===== src/logic/hlt_timer_pkg.sv =====
// Purpose: constants, modes and state layout of the hardware limit period timer
// Assumes: registers are 8 bits wide, one aligned 32-bit word each
// Notes:   byte offsets of the register map are local choices
package hlt_timer_pkg;
  localparam int ADDR_W = 8;
  // register offsets
  localparam logic [ADDR_W-1:0] OFS_CTRL   = 8'h00;
  localparam logic [ADDR_W-1:0] OFS_MODE   = 8'h04;
  localparam logic [ADDR_W-1:0] OFS_COUNT  = 8'h08;
  localparam logic [ADDR_W-1:0] OFS_PERIOD = 8'h0C;
  localparam logic [ADDR_W-1:0] OFS_IRQ    = 8'h10;
  localparam logic [ADDR_W-1:0] OFS_STATUS = 8'h14;
  // field positions
  localparam int CTRL_ON_BIT = 7;
  localparam int CTRL_PS_LSB = 4;
  localparam int IRQ_FLAG_BIT = 0;
  localparam int IRQ_IE_BIT = 1;
  // reset values and counts
  localparam logic [7:0] PERIOD_RST = 8'hFF;
  localparam logic [1:0] HOLD_TICKS = 2'h2;
  localparam logic [1:0] RESP_OKAY = 2'h0;
  localparam logic [1:0] RESP_SLVERR = 2'h2;
  // operating modes
  typedef enum logic [4:0] {
    M_SW_GATE = 5'h00, M_GATE_HI = 5'h01, M_GATE_LO = 5'h02, M_RST_ANY = 5'h03,
    M_RST_RISE = 5'h04, M_RST_FALL = 5'h05, M_RST_LOW = 5'h06, M_RST_HIGH = 5'h07,
    M_OS_SW = 5'h08, M_OS_RISE = 5'h09, M_OS_FALL = 5'h0A, M_OS_ANY = 5'h0B,
    M_OS_RST_RISE = 5'h0C, M_OS_RST_FALL = 5'h0D, M_OS_LVL_LOW = 5'h0E, M_OS_LVL_HIGH = 5'h0F,
    M_MONO_RISE = 5'h11, M_MONO_FALL = 5'h12, M_MONO_ANY = 5'h13,
    M_LOS_LOW = 5'h16, M_LOS_HIGH = 5'h17
  } mode_e;
  // run state of the start and hold sequencing
  typedef enum logic [1:0] {RS_IDLE = 2'h0, RS_RUN = 2'h1, RS_HOLD = 2'h3} run_e;
  typedef struct packed {
    logic awready; logic wready; logic bvalid; logic [1:0] bresp;
    logic arready; logic rvalid; logic [31:0] rdata; logic [1:0] rresp;
    logic aw_got; logic w_got; logic [ADDR_W-1:0] aw_addr; logic [7:0] w_data; logic w_lane0;
    logic on; logic [2:0] ps; logic [3:0] postsel; logic [4:0] mode;
    logic [7:0] count; logic [7:0] period; logic flag; logic ie; logic irq;
    logic on_d1; logic on_d2; logic ers_s1; logic ers_s2; logic ers_s3;
    logic [6:0] pre; logic [3:0] post; logic postscaled; run_e run; logic [1:0] hold;
  } state_s;
endpackage


===== src/logic/hlt_timer.sv =====
// Purpose: 8-bit period timer with hardware limit modes behind an AXI4-Lite slave
// Assumes: EXTERNAL_RESET_SIGNAL is synchronous to CLK; timer clock is CLK via prescaler
// Notes:   CE low freezes every flip-flop, bus side included
//
// Decided for this implementation: the register offsets and the AXI4-Lite slave port.
`timescale 1ns/1ns
`default_nettype none
// Operation
// - software gate: count while enabled, hold otherwise, wrap to zero after match
// - mode 00001 counts while signal high, 00010 while low
// - modes 00011/00100/00101 reset count on any, rising or falling edge
// - after an edge reset, counting resumes from zero two clocks later
// - mode 00110 holds reset while signal low, 00111 while high
// - level limit modes ignore the external signal while enable is clear
// - level reset acts two clocks after level, restart two clocks after release
// - mode 01000 runs one period, then hardware clears enable and waits
// - software one-shot pauses on enable clear, fresh cycle only after match
// - modes 01001/01010/01011 start on rising, falling or any edge, clear enable
// - edge one-shot halted by enable clear needs a new edge to resume
// - modes 01100/01101 start on first edge, later edges reset with two-clock hold
// - edge limit one-shot ignores edges until enable set, match clears enable
// - one-shot: clock after match clears enable and stops count at zero
// - monostable: clock after match stops count at zero, enable stays set
// - edge-started modes need a fresh edge after enable was clear
// - level one-shot starts with enable and active level, reset level holds zero
// - postscaled event when postscale count reaches the selected ratio 1:1 to 1:16
// - interrupt request passes only while the interrupt enable bit is set
// - enable and external signal pass a two-stage synchroniser before use
// - monostable 10001/10010/10011 start on edge, stop incrementing at match
// - prescaler and postscaler clear on count or control write and reset events
module hlt_timer
  import hlt_timer_pkg::*;
(
  // clock, reset, freeze
  input  wire logic                      CLK,
  input  wire logic                      NRST,
  input  wire logic                      CE,
  // AXI4-Lite write
  input  wire logic [hlt_timer_pkg::ADDR_W-1:0] AWADDR,
  input  wire logic                      AWVALID,
  output logic                           AWREADY,
  input  wire logic [31:0]               WDATA,
  input  wire logic [3:0]                WSTRB,
  input  wire logic                      WVALID,
  output logic                           WREADY,
  output logic [1:0]                     BRESP,
  output logic                           BVALID,
  input  wire logic                      BREADY,
  // AXI4-Lite read
  input  wire logic [hlt_timer_pkg::ADDR_W-1:0] ARADDR,
  input  wire logic                      ARVALID,
  output logic                           ARREADY,
  output logic [31:0]                    RDATA,
  output logic [1:0]                     RRESP,
  output logic                           RVALID,
  input  wire logic                      RREADY,
  // timer side
  input  wire logic                      EXTERNAL_RESET_SIGNAL,
  output logic [7:0]                     TIMER_COUNT,
  output logic                           POSTSCALED,
  output logic                           TIMER_IRQ
);
  import hlt_timer_pkg::*;

  state_s            q;
  state_s            next;
  logic              en;
  logic              ers;
  logic              rise;
  logic              fall;
  logic              tick;
  logic              match;
  logic [6:0]        pre_lim;
  logic              need_start;
  logic              start_ev;
  logic              rst_ev;
  logic              lvl_rst;
  logic              gate_ok;
  logic              one_shot;
  logic              mono;
  logic              reserved;
  logic              rst_hit;
  logic              lvl_hit;
  logic              start_hit;
  logic              running;
  logic              do_wr;
  logic [ADDR_W-1:0] wa;
  logic              wr_ctrl;
  logic              wr_mode;
  logic              wr_cnt;
  logic              wr_per;
  logic              wr_irq;
  logic              wr_map;
  logic [ADDR_W-1:0] ra;
  logic [31:0]       rd_data;
  logic              rd_err;

  // synchronised controls, prescaler tick and period compare
  assign en      = q.on_d2;
  assign ers     = q.ers_s2;
  assign rise    = q.ers_s2 & ~q.ers_s3;
  assign fall    = ~q.ers_s2 & q.ers_s3;
  assign pre_lim = 7'((8'h01 << q.ps) - 8'h01);
  assign tick    = (q.pre == pre_lim);
  assign match   = (q.count == q.period);

  // mode decode
  always_comb begin
    need_start = 1'b0;
    start_ev   = 1'b0;
    rst_ev     = 1'b0;
    lvl_rst    = 1'b0;
    gate_ok    = 1'b1;
    one_shot   = 1'b0;
    mono       = 1'b0;
    reserved   = 1'b0;
    case (mode_e'(q.mode))
      M_SW_GATE: ;
      M_GATE_HI: gate_ok = ers;
      M_GATE_LO: gate_ok = ~ers;
      M_RST_ANY: rst_ev = rise | fall;
      M_RST_RISE: rst_ev = rise;
      M_RST_FALL: rst_ev = fall;
      M_RST_LOW: lvl_rst = ~ers;
      M_RST_HIGH: lvl_rst = ers;
      M_OS_SW: one_shot = 1'b1;
      M_OS_RISE, M_OS_FALL, M_OS_ANY: begin
        one_shot   = 1'b1;
        need_start = 1'b1;
        start_ev   = (q.mode[1:0] == 2'h1) ? rise : (q.mode[1:0] == 2'h2) ? fall : (rise | fall);
      end
      M_OS_RST_RISE, M_OS_RST_FALL: begin
        one_shot   = 1'b1;
        need_start = 1'b1;
        start_ev   = q.mode[0] ? fall : rise;
        rst_ev     = start_ev;
      end
      M_OS_LVL_LOW, M_OS_LVL_HIGH: begin
        one_shot   = 1'b1;
        need_start = 1'b1;
        start_ev   = q.mode[0] ? fall : rise;
        lvl_rst    = q.mode[0] ? ers : ~ers;
      end
      M_MONO_RISE, M_MONO_FALL, M_MONO_ANY: begin
        mono       = 1'b1;
        need_start = 1'b1;
        start_ev   = (q.mode[1:0] == 2'h1) ? rise : (q.mode[1:0] == 2'h2) ? fall : (rise | fall);
      end
      M_LOS_LOW, M_LOS_HIGH: begin
        one_shot = 1'b1;
        lvl_rst  = q.mode[0] ? ers : ~ers;
        gate_ok  = ~lvl_rst;
      end
      default: reserved = 1'b1;
    endcase
  end

  // events only count while enabled
  assign lvl_hit   = en & lvl_rst;
  assign rst_hit   = en & rst_ev & (!need_start || q.run != RS_IDLE);
  assign start_hit = en & need_start & (q.run == RS_IDLE) & start_ev & ~lvl_rst;
  assign running   = en & gate_ok & (need_start ? (q.run == RS_RUN) : (q.run != RS_HOLD));

  // write decode, low byte lane only
  assign do_wr   = q.aw_got & q.w_got & ~q.bvalid;
  assign wa      = {q.aw_addr[ADDR_W-1:2], 2'b00};
  assign wr_map  = (wa == OFS_CTRL) | (wa == OFS_MODE) | (wa == OFS_COUNT) | (wa == OFS_PERIOD)
                 | (wa == OFS_IRQ) | (wa == OFS_STATUS);
  assign wr_ctrl = do_wr & q.w_lane0 & (wa == OFS_CTRL);
  assign wr_mode = do_wr & q.w_lane0 & (wa == OFS_MODE);
  assign wr_cnt  = do_wr & q.w_lane0 & (wa == OFS_COUNT);
  assign wr_per  = do_wr & q.w_lane0 & (wa == OFS_PERIOD);
  assign wr_irq  = do_wr & q.w_lane0 & (wa == OFS_IRQ);

  // read mux
  assign ra = {ARADDR[ADDR_W-1:2], 2'b00};
  always_comb begin
    rd_err  = 1'b0;
    rd_data = 32'h0000_0000;
    case (ra)
      OFS_CTRL: rd_data = {24'h00_0000, q.on, q.ps, q.postsel};
      OFS_MODE: rd_data = {27'h000_0000, q.mode};
      OFS_COUNT: rd_data = {24'h00_0000, q.count};
      OFS_PERIOD: rd_data = {24'h00_0000, q.period};
      OFS_IRQ: rd_data = {30'h0000_0000, q.ie, q.flag};
      OFS_STATUS: rd_data = {29'h0000_0000, en, q.run};
      default: rd_err = 1'b1;
    endcase
  end

  // next state of the whole block
  always_comb begin
    next            = q;
    next.ers_s1     = EXTERNAL_RESET_SIGNAL;
    next.ers_s2     = q.ers_s1;
    next.ers_s3     = q.ers_s2;
    next.on_d1      = q.on;
    next.on_d2      = q.on_d1;
    next.postscaled = 1'b0;
    next.pre        = tick ? 7'h00 : q.pre + 7'h01;
    if (need_start && !en) begin
      next.run = RS_IDLE;
    end
    if (reserved) begin
      next.count = 8'h00;
      next.run   = RS_IDLE;
    end else if (lvl_hit) begin
      next.count = 8'h00;
      next.pre   = 7'h00;
      next.post  = 4'h0;
      if (need_start) begin
        next.run = RS_IDLE;
      end
    end else if (rst_hit) begin
      next.count = 8'h00;
      next.pre   = 7'h00;
      next.post  = 4'h0;
      next.run   = RS_HOLD;
      next.hold  = HOLD_TICKS;
    end else if (start_hit) begin
      next.run = RS_RUN;
    end else if (tick && en && q.run == RS_HOLD) begin
      next.hold = q.hold - 2'h1;
      if (q.hold == 2'h1) begin
        next.run = RS_RUN;
      end
    end else if (tick && running) begin
      if (match) begin
        next.count = 8'h00;
        if (q.post == q.postsel) begin
          next.postscaled = 1'b1;
          next.post       = 4'h0;
        end else begin
          next.post = q.post + 4'h1;
        end
        if (one_shot) begin
          next.on    = 1'b0;
          next.on_d1 = 1'b0;
          next.on_d2 = 1'b0;
          next.run   = RS_IDLE;
        end
        if (mono) begin
          next.run = RS_IDLE;
        end
      end else begin
        next.count = q.count + 8'h01;
      end
    end
    // software writes win over hardware updates of the same field
    if (wr_ctrl) begin
      next.on      = q.w_data[CTRL_ON_BIT];
      next.ps      = q.w_data[CTRL_PS_LSB +: 3];
      next.postsel = q.w_data[3:0];
      next.pre     = 7'h00;
      next.post    = 4'h0;
    end
    if (wr_mode) begin
      next.mode = q.w_data[4:0];
    end
    if (wr_cnt) begin
      next.count = q.w_data;
      next.pre   = 7'h00;
      next.post  = 4'h0;
    end
    if (wr_per) begin
      next.period = q.w_data;
    end
    if (wr_irq) begin
      next.ie = q.w_data[IRQ_IE_BIT];
    end
    // flag: write one clears, a pulse in the same cycle wins
    next.flag = (q.flag & ~(wr_irq & q.w_data[IRQ_FLAG_BIT])) | q.postscaled;
    next.irq  = next.flag & next.ie;
    // bus write channels
    if (AWVALID && q.awready) begin
      next.aw_got  = 1'b1;
      next.aw_addr = AWADDR;
    end
    if (WVALID && q.wready) begin
      next.w_got   = 1'b1;
      next.w_data  = WDATA[7:0];
      next.w_lane0 = WSTRB[0];
    end
    if (do_wr) begin
      next.aw_got = 1'b0;
      next.w_got  = 1'b0;
      next.bvalid = 1'b1;
      next.bresp  = wr_map ? RESP_OKAY : RESP_SLVERR;
    end else if (q.bvalid && BREADY) begin
      next.bvalid = 1'b0;
    end
    next.awready = ~next.aw_got;
    next.wready  = ~next.w_got;
    // bus read channel
    if (ARVALID && q.arready) begin
      next.rvalid = 1'b1;
      next.rdata  = rd_data;
      next.rresp  = rd_err ? RESP_SLVERR : RESP_OKAY;
    end else if (q.rvalid && RREADY) begin
      next.rvalid = 1'b0;
    end
    next.arready = ~next.rvalid;
  end

  // state register
  always_ff @(posedge CLK or negedge NRST) begin
    if (!NRST) begin
      q        <= '0;
      q.period <= PERIOD_RST;
    end else if (CE) begin
      q <= next;
    end
  end

  // outputs straight from state flops
  assign AWREADY     = q.awready;
  assign WREADY      = q.wready;
  assign BRESP       = q.bresp;
  assign BVALID      = q.bvalid;
  assign ARREADY     = q.arready;
  assign RDATA       = q.rdata;
  assign RRESP       = q.rresp;
  assign RVALID      = q.rvalid;
  assign TIMER_COUNT = q.count;
  assign POSTSCALED  = q.postscaled;
  assign TIMER_IRQ   = q.irq;
endmodule // hlt_timer
`default_nettype wire


===== config.mk =====
export PLATFORM = sky130hd
export DESIGN_NAME = hlt_timer
export DESIGN_NICKNAME = d
export VERILOG_FILES = /design/src/logic/hlt_timer_pkg.sv /design/src/logic/hlt_timer.sv
export SDC_FILE = /design/constraint.sdc
export NUM_CORES = 1
export LEC_CHECK = 0
export BUFFER_PORTS_ARGS = -buffer_cell sky130_fd_sc_hd__buf_4
export CORE_MARGIN = 10
export CORE_UTILIZATION = 50
export CTS_CLUSTER_DIAMETER = 100
export DETAILED_ROUTE_END_ITERATION = 10
export GPL_ROUTABILITY_DRIVEN = 0
export GPL_TIMING_DRIVEN = 0
export PLACE_DENSITY = 0.77
export SYNTH_ARGS = -nofsm -noshare
export SYNTH_HDL_FRONTEND = slang
export SYNTH_SLANG_ARGS = --single-unit

===== constraint.sdc =====
create_clock -name CLK -period 2.45 [get_ports CLK]
set_input_delay 0.1225 -clock CLK [delete_from_list [all_inputs] [get_ports CLK]]
set_output_delay 0.1225 -clock CLK [all_outputs]
set_load 0.05 [all_outputs]

==> impl_metrics.prom <==
# TYPE chip_impl_metric gauge
chip_impl_info{name="status",value="finished with violations"} 1
chip_impl_info{name="violated_checks",value="setup timing"} 1
chip_impl_metric{name="async_flop_share",unit="%"} 100
chip_impl_metric{name="count_of_distinct_cell_types_in_the_synthesized_netlist",unit=""} 69
chip_impl_metric{name="fp.dieH",unit="um"} 121
chip_impl_metric{name="switchingPower",unit="mW"} 2.36
chip_impl_metric{name="post-route-cell-area",unit="um^2"} 6570
chip_impl_metric{name="slew-limit-headroom",unit="%"} 28.9
chip_impl_info{name="timing_worst_setup_path_type",value="reg -> reg"} 1
chip_impl_metric{name="final_antenna_net_count",unit=""} 0
chip_impl_metric{name="largest_register_ffs",unit=""} 57
chip_impl_metric{name="global_route.usage.total",unit="%"} 18.0
chip_impl_metric{name="max_slew.worst_pin.slew",unit="ns"} 1.07
chip_impl_metric{name="grt_pass1_wl",unit="mm"} 21.6
chip_impl_metric{name="floorplan.initialDensity",unit="%"} 51.5
chip_impl_metric{name="holdWs",unit="ns"} 0.0120
chip_impl_metric{name="synthesis.area_per_instance",unit="um^2"} 10.2
chip_impl_metric{name="crit_fanout",unit=""} 5
chip_impl_metric{name="share_comb_of_total_power",unit="%"} 39.2
chip_impl_metric{name="finalHoldViolCount",unit=""} 0
chip_impl_metric{name="coreArea",unit="um^2"} 9820
chip_impl_metric{name="synth.cell_area",unit="um^2"} 5060
chip_impl_metric{name="ios",unit=""} 112
chip_impl_metric{name="required_arrival_time_at_the_worst_endpoint",unit="ns"} 2.73
chip_impl_metric{name="yosys.area_share.adder",unit="%"} 1.48
chip_impl_metric{name="internal_power",unit="mW"} 3.61
chip_impl_metric{name="global_route.overflow_total",unit=""} 0
chip_impl_metric{name="leakage",unit="nW"} 3.00
chip_impl_metric{name="postLayoutCoreUtil",unit="%"} 66.9
chip_impl_metric{name="ys_ff_latch",unit=""} 85
chip_impl_info{name="end_kind",value="register"} 1
chip_impl_info{name="postSynth.topFlopCell",value="sky130_fd_sc_hd__dfrtp_1"} 1
chip_impl_metric{name="clock_path_buffers",unit=""} 2
chip_impl_metric{name="share_clk_of_total_power",unit="%"} 22.0
chip_impl_metric{name="vias",unit=""} 4265
chip_impl_metric{name="net_switching_share_of_the_total_power",unit="%"} 39.5
chip_impl_metric{name="cts.sinks",unit=""} 85
chip_impl_metric{name="finalMaxSlewViolations",unit=""} 0
chip_impl_metric{name="detail_route.vias_per_cell",unit=""} 5.64
chip_impl_metric{name="insertion_delay",unit="ns"} 0.36
chip_impl_metric{name="multi_input_area",unit="um^2"} 2700
chip_impl_metric{name="grt_start_max_net_pins",unit=""} 86
chip_impl_metric{name="synthToLayoutAreaGrowth",unit="%"} 29.8
chip_impl_metric{name="synth-edff-count",unit=""} 0
chip_impl_metric{name="place.detailed.hpwl",unit="mm"} 9.21
chip_impl_metric{name="max_clock_skew",unit="ns"} 0.00969
chip_impl_metric{name="worst_setup_hold_path_clk_slew",unit="ns"} 0.09
chip_impl_metric{name="max_cap_viol",unit=""} 0
chip_impl_metric{name="tritoncts.num_buffers",unit=""} 9
chip_impl_info{name="clock_tree_from_tritoncts",value="done"} 1
chip_impl_metric{name="drt_iter0_markers",unit=""} 353
chip_impl_metric{name="detail_route.first_pass.iterations",unit=""} 5
chip_impl_metric{name="core.rowCount",unit=""} 36
chip_impl_metric{name="fillerInstances",unit=""} 731
chip_impl_info{name="clock-root-buffer",value="sky130_fd_sc_hd__clkbuf_8"} 1
chip_impl_metric{name="synthesis.yosys.warnings",unit=""} 0
chip_impl_info{name="critical_path.startpoint_type",value="register"} 1
chip_impl_metric{name="finish.net_count",unit=""} 685
chip_impl_info{name="synth_top_family_by_area",value="compound AO/OA/AOI/OAI gates"} 1
chip_impl_metric{name="design.die.area",unit="um^2"} 14500
chip_impl_metric{name="drt_wl_total",unit="mm"} 13.7
chip_impl_metric{name="fraction_of_layout_instances_using_a_drive_strength_above_1",unit="%"} 39.2
chip_impl_metric{name="ff_latch_area",unit="um^2"} 2140
chip_impl_info{name="max_flop_register",value="q"} 1
chip_impl_metric{name="fin_crit_sh",unit="%"} 104
chip_impl_metric{name="power_per_cell_area",unit="nW/um^2"} 908
chip_impl_metric{name="fin_total_pwr",unit="mW"} 5.96
chip_impl_metric{name="synth_simple_gate_area_share",unit="%"} 13.9
chip_impl_metric{name="fin_crit",unit="ns"} 2.55
chip_impl_metric{name="drc",unit=""} 0
chip_impl_info{name="grt_setup_unrepaired",value="yes"} 1
chip_impl_metric{name="post_synth_inst_count",unit=""} 495
chip_impl_metric{name="diode_count",unit=""} 0
chip_impl_metric{name="yosysSeqAreaShare",unit="%"} 42.2
chip_impl_metric{name="post_drt_wl_per_cell",unit="um"} 18.1
chip_impl_metric{name="yosys.area_share.xor_xnor",unit="%"} 3.12
chip_impl_metric{name="port_buffers",unit=""} 52
chip_impl_metric{name="setup_viol_count_final",unit=""} 11
chip_impl_metric{name="htree_levels",unit=""} 3
chip_impl_metric{name="floorplan.die.width",unit="um"} 121
chip_impl_metric{name="placement.cell_area",unit="um^2"} 5730
chip_impl_metric{name="setup_ws",unit="ns"} -0.102
chip_impl_metric{name="critical_path_arrival",unit="ns"} 2.83
chip_impl_metric{name="worst_ir_drop_vdd",unit="uV"} 801
chip_impl_info{name="hold_path_class",value="in -> reg"} 1
chip_impl_metric{name="post_synth_mux_area_share",unit="%"} 13.9
chip_impl_metric{name="antenna_found_initial",unit=""} 0
chip_impl_metric{name="share_of_total_power_in_sequential_cells",unit="%"} 38.8
chip_impl_metric{name="timing.fmax",unit="MHz"} 392
chip_impl_metric{name="synth-compound-area-share",unit="%"} 14.8
chip_impl_metric{name="first_global_vias",unit=""} 4419
==> cells by family (layout without fill, tap and decap cells) <==
family | Yosys count | after routing
xor gates and xnor gates | 18 | 18
other | 1 | 26
muxes | 60 | 60
AOI/OAI and AO/OA | 108 | 108
DFF | 85 | 85
adders and majority gates | 6 | 6
buffers and inverters | 93 | 196
and+or+nand+nor | 124 | 124
==> cell usage after synthesis (3+ instances only) <==
cell                        n  area share [%]
sky130_fd_sc_hd__a21o_1     4            0.59
sky130_fd_sc_hd__a21oi_1   15             1.5
sky130_fd_sc_hd__a22o_1    11             1.9
sky130_fd_sc_hd__a31oi_1    6            0.74
sky130_fd_sc_hd__a32oi_1    4            0.69
sky130_fd_sc_hd__a41oi_1    3            0.52
sky130_fd_sc_hd__and3_1     7            0.87
sky130_fd_sc_hd__buf_1      4            0.30
sky130_fd_sc_hd__buf_4     45             6.7
sky130_fd_sc_hd__clkbuf_1  16             1.2
sky130_fd_sc_hd__dfrtp_1   77              38
sky130_fd_sc_hd__dfstp_2    8             4.2
sky130_fd_sc_hd__ha_1       6             1.5
sky130_fd_sc_hd__inv_1     24             1.8
sky130_fd_sc_hd__mux2_2    40             8.9
sky130_fd_sc_hd__mux2i_1   16             3.2
sky130_fd_sc_hd__mux4_2     3             1.3
sky130_fd_sc_hd__nand2_1   34             2.5
sky130_fd_sc_hd__nand2b_1   3            0.37
sky130_fd_sc_hd__nand3_1   19             1.9
sky130_fd_sc_hd__nand4_1    5            0.62
sky130_fd_sc_hd__nor2_1    19             1.4
sky130_fd_sc_hd__nor3_1     5            0.49
sky130_fd_sc_hd__nor3_2     5            0.99
sky130_fd_sc_hd__nor4_1     5            0.62
sky130_fd_sc_hd__o21ai_0   30             3.0
sky130_fd_sc_hd__o22ai_1    6            0.74
sky130_fd_sc_hd__o311a_1    3            0.59
sky130_fd_sc_hd__or4b_2     4            0.79
sky130_fd_sc_hd__xnor2_1   12             2.1
sky130_fd_sc_hd__xor2_1     6             1.0
==> repair_timing <==
item	CTS	global route
hold endpoints to repair	23	0
endpoints found under the setup margin	42	31
hold buffers	17	0
gates resized for setup	35	31
pin swaps	7	14
setup buffers	13	8
cloned	1	0
==> routing by layer <==
metal | track usage [%] | routed length (um)
met5 | 0 | 0
met4 | 5.51 | 286
met3 | 6.19 | 1130
met2 | 30.9 | 6670
met1 | 20.7 | 5590
==> critical path, stage by stage, from the launching register on <==
cell	delay [ns]
sky130_fd_sc_hd__dfrtp_2	0.46
sky130_fd_sc_hd__or3b_4	0.39
sky130_fd_sc_hd__a2111o_1	0.50
sky130_fd_sc_hd__a31oi_2	0.30
sky130_fd_sc_hd__nand2_2	0.15
sky130_fd_sc_hd__nor2_1	0.20
sky130_fd_sc_hd__nand4_1	0.24
sky130_fd_sc_hd__mux2i_1	0.22
==> cell usage in the layout (no fill, tap or decap), drive strengths merged, types with 16 or more instances in the layout <==
master / Yosys / routed
o21ai: 32 / 32
clkbuf: 17 / 25
mux2: 40 / 40
inv: 24 / 25
mux2i: 16 / 16
buf: 52 / 124
nor2: 19 / 19
conb: 1 / 26
nand2: 34 / 34
dlygate4sd3: 0 / 17
nand3: 19 / 19
dfrtp: 77 / 77
==> worst paths after layout <==
path	slack [ns]	end	cells after the start	start
max	-0.10	q[5]$_DFFE_PN0P_	7	q[43]$_DFFE_PN0P_
min	0.01	q[65]$_DFFE_PN0P_	2	AWADDR[3]
max reg2reg	-0.10	q[5]$_DFFE_PN0P_	7	q[43]$_DFFE_PN0P_
min reg2reg	0.49	q[0]$_DFFE_PN0P_	1	q[0]$_DFFE_PN0P_
max in group asynchronous	1.22	q[49]$_DFFE_PN0P_	2	NRST
min in group asynchronous	0.49	q[61]$_DFFE_PN0P_	2	NRST
==> power groups by stage <==
stage	clock network, mW	registers, mW	logic (mW)
after floorplan	0	2.21	1.47
after global placement	0	2.23	1.96
after detailed placement	0	2.27	2.03
after CTS	1.33	2.26	2.22
after global routing	1.37	2.36	2.51
final	1.31	2.31	2.34
==> per-stage QoR <==
step	setup TNS, ns	setup slack (ns)	instances
3_3_place_gp	-5.67	-0.337	705
6_report	-0.588	-0.102	756
3_5_place_dp	-8.25	-0.424	705
5_1_grt	-1.84	-0.166	756
2_1_floorplan	0	0.00185	520
4_1_cts	-0.00804	-0.00804	749
==> layout make-up <==
cell class | instances | share of cell area, %
Buffer | 65 | 7.01
Clock buffer | 10 | 1.94
Clock inverter | 6 | 2.04
Inverter | 24 | 1.37
Multi-Input combinational cell | 342 | 41.1
Sequential cell | 85 | 32.6
Tap cell | 133 | 2.53
Timing Repair Buffer | 91 | 11.4
Power figures use the tool's default switching activity.
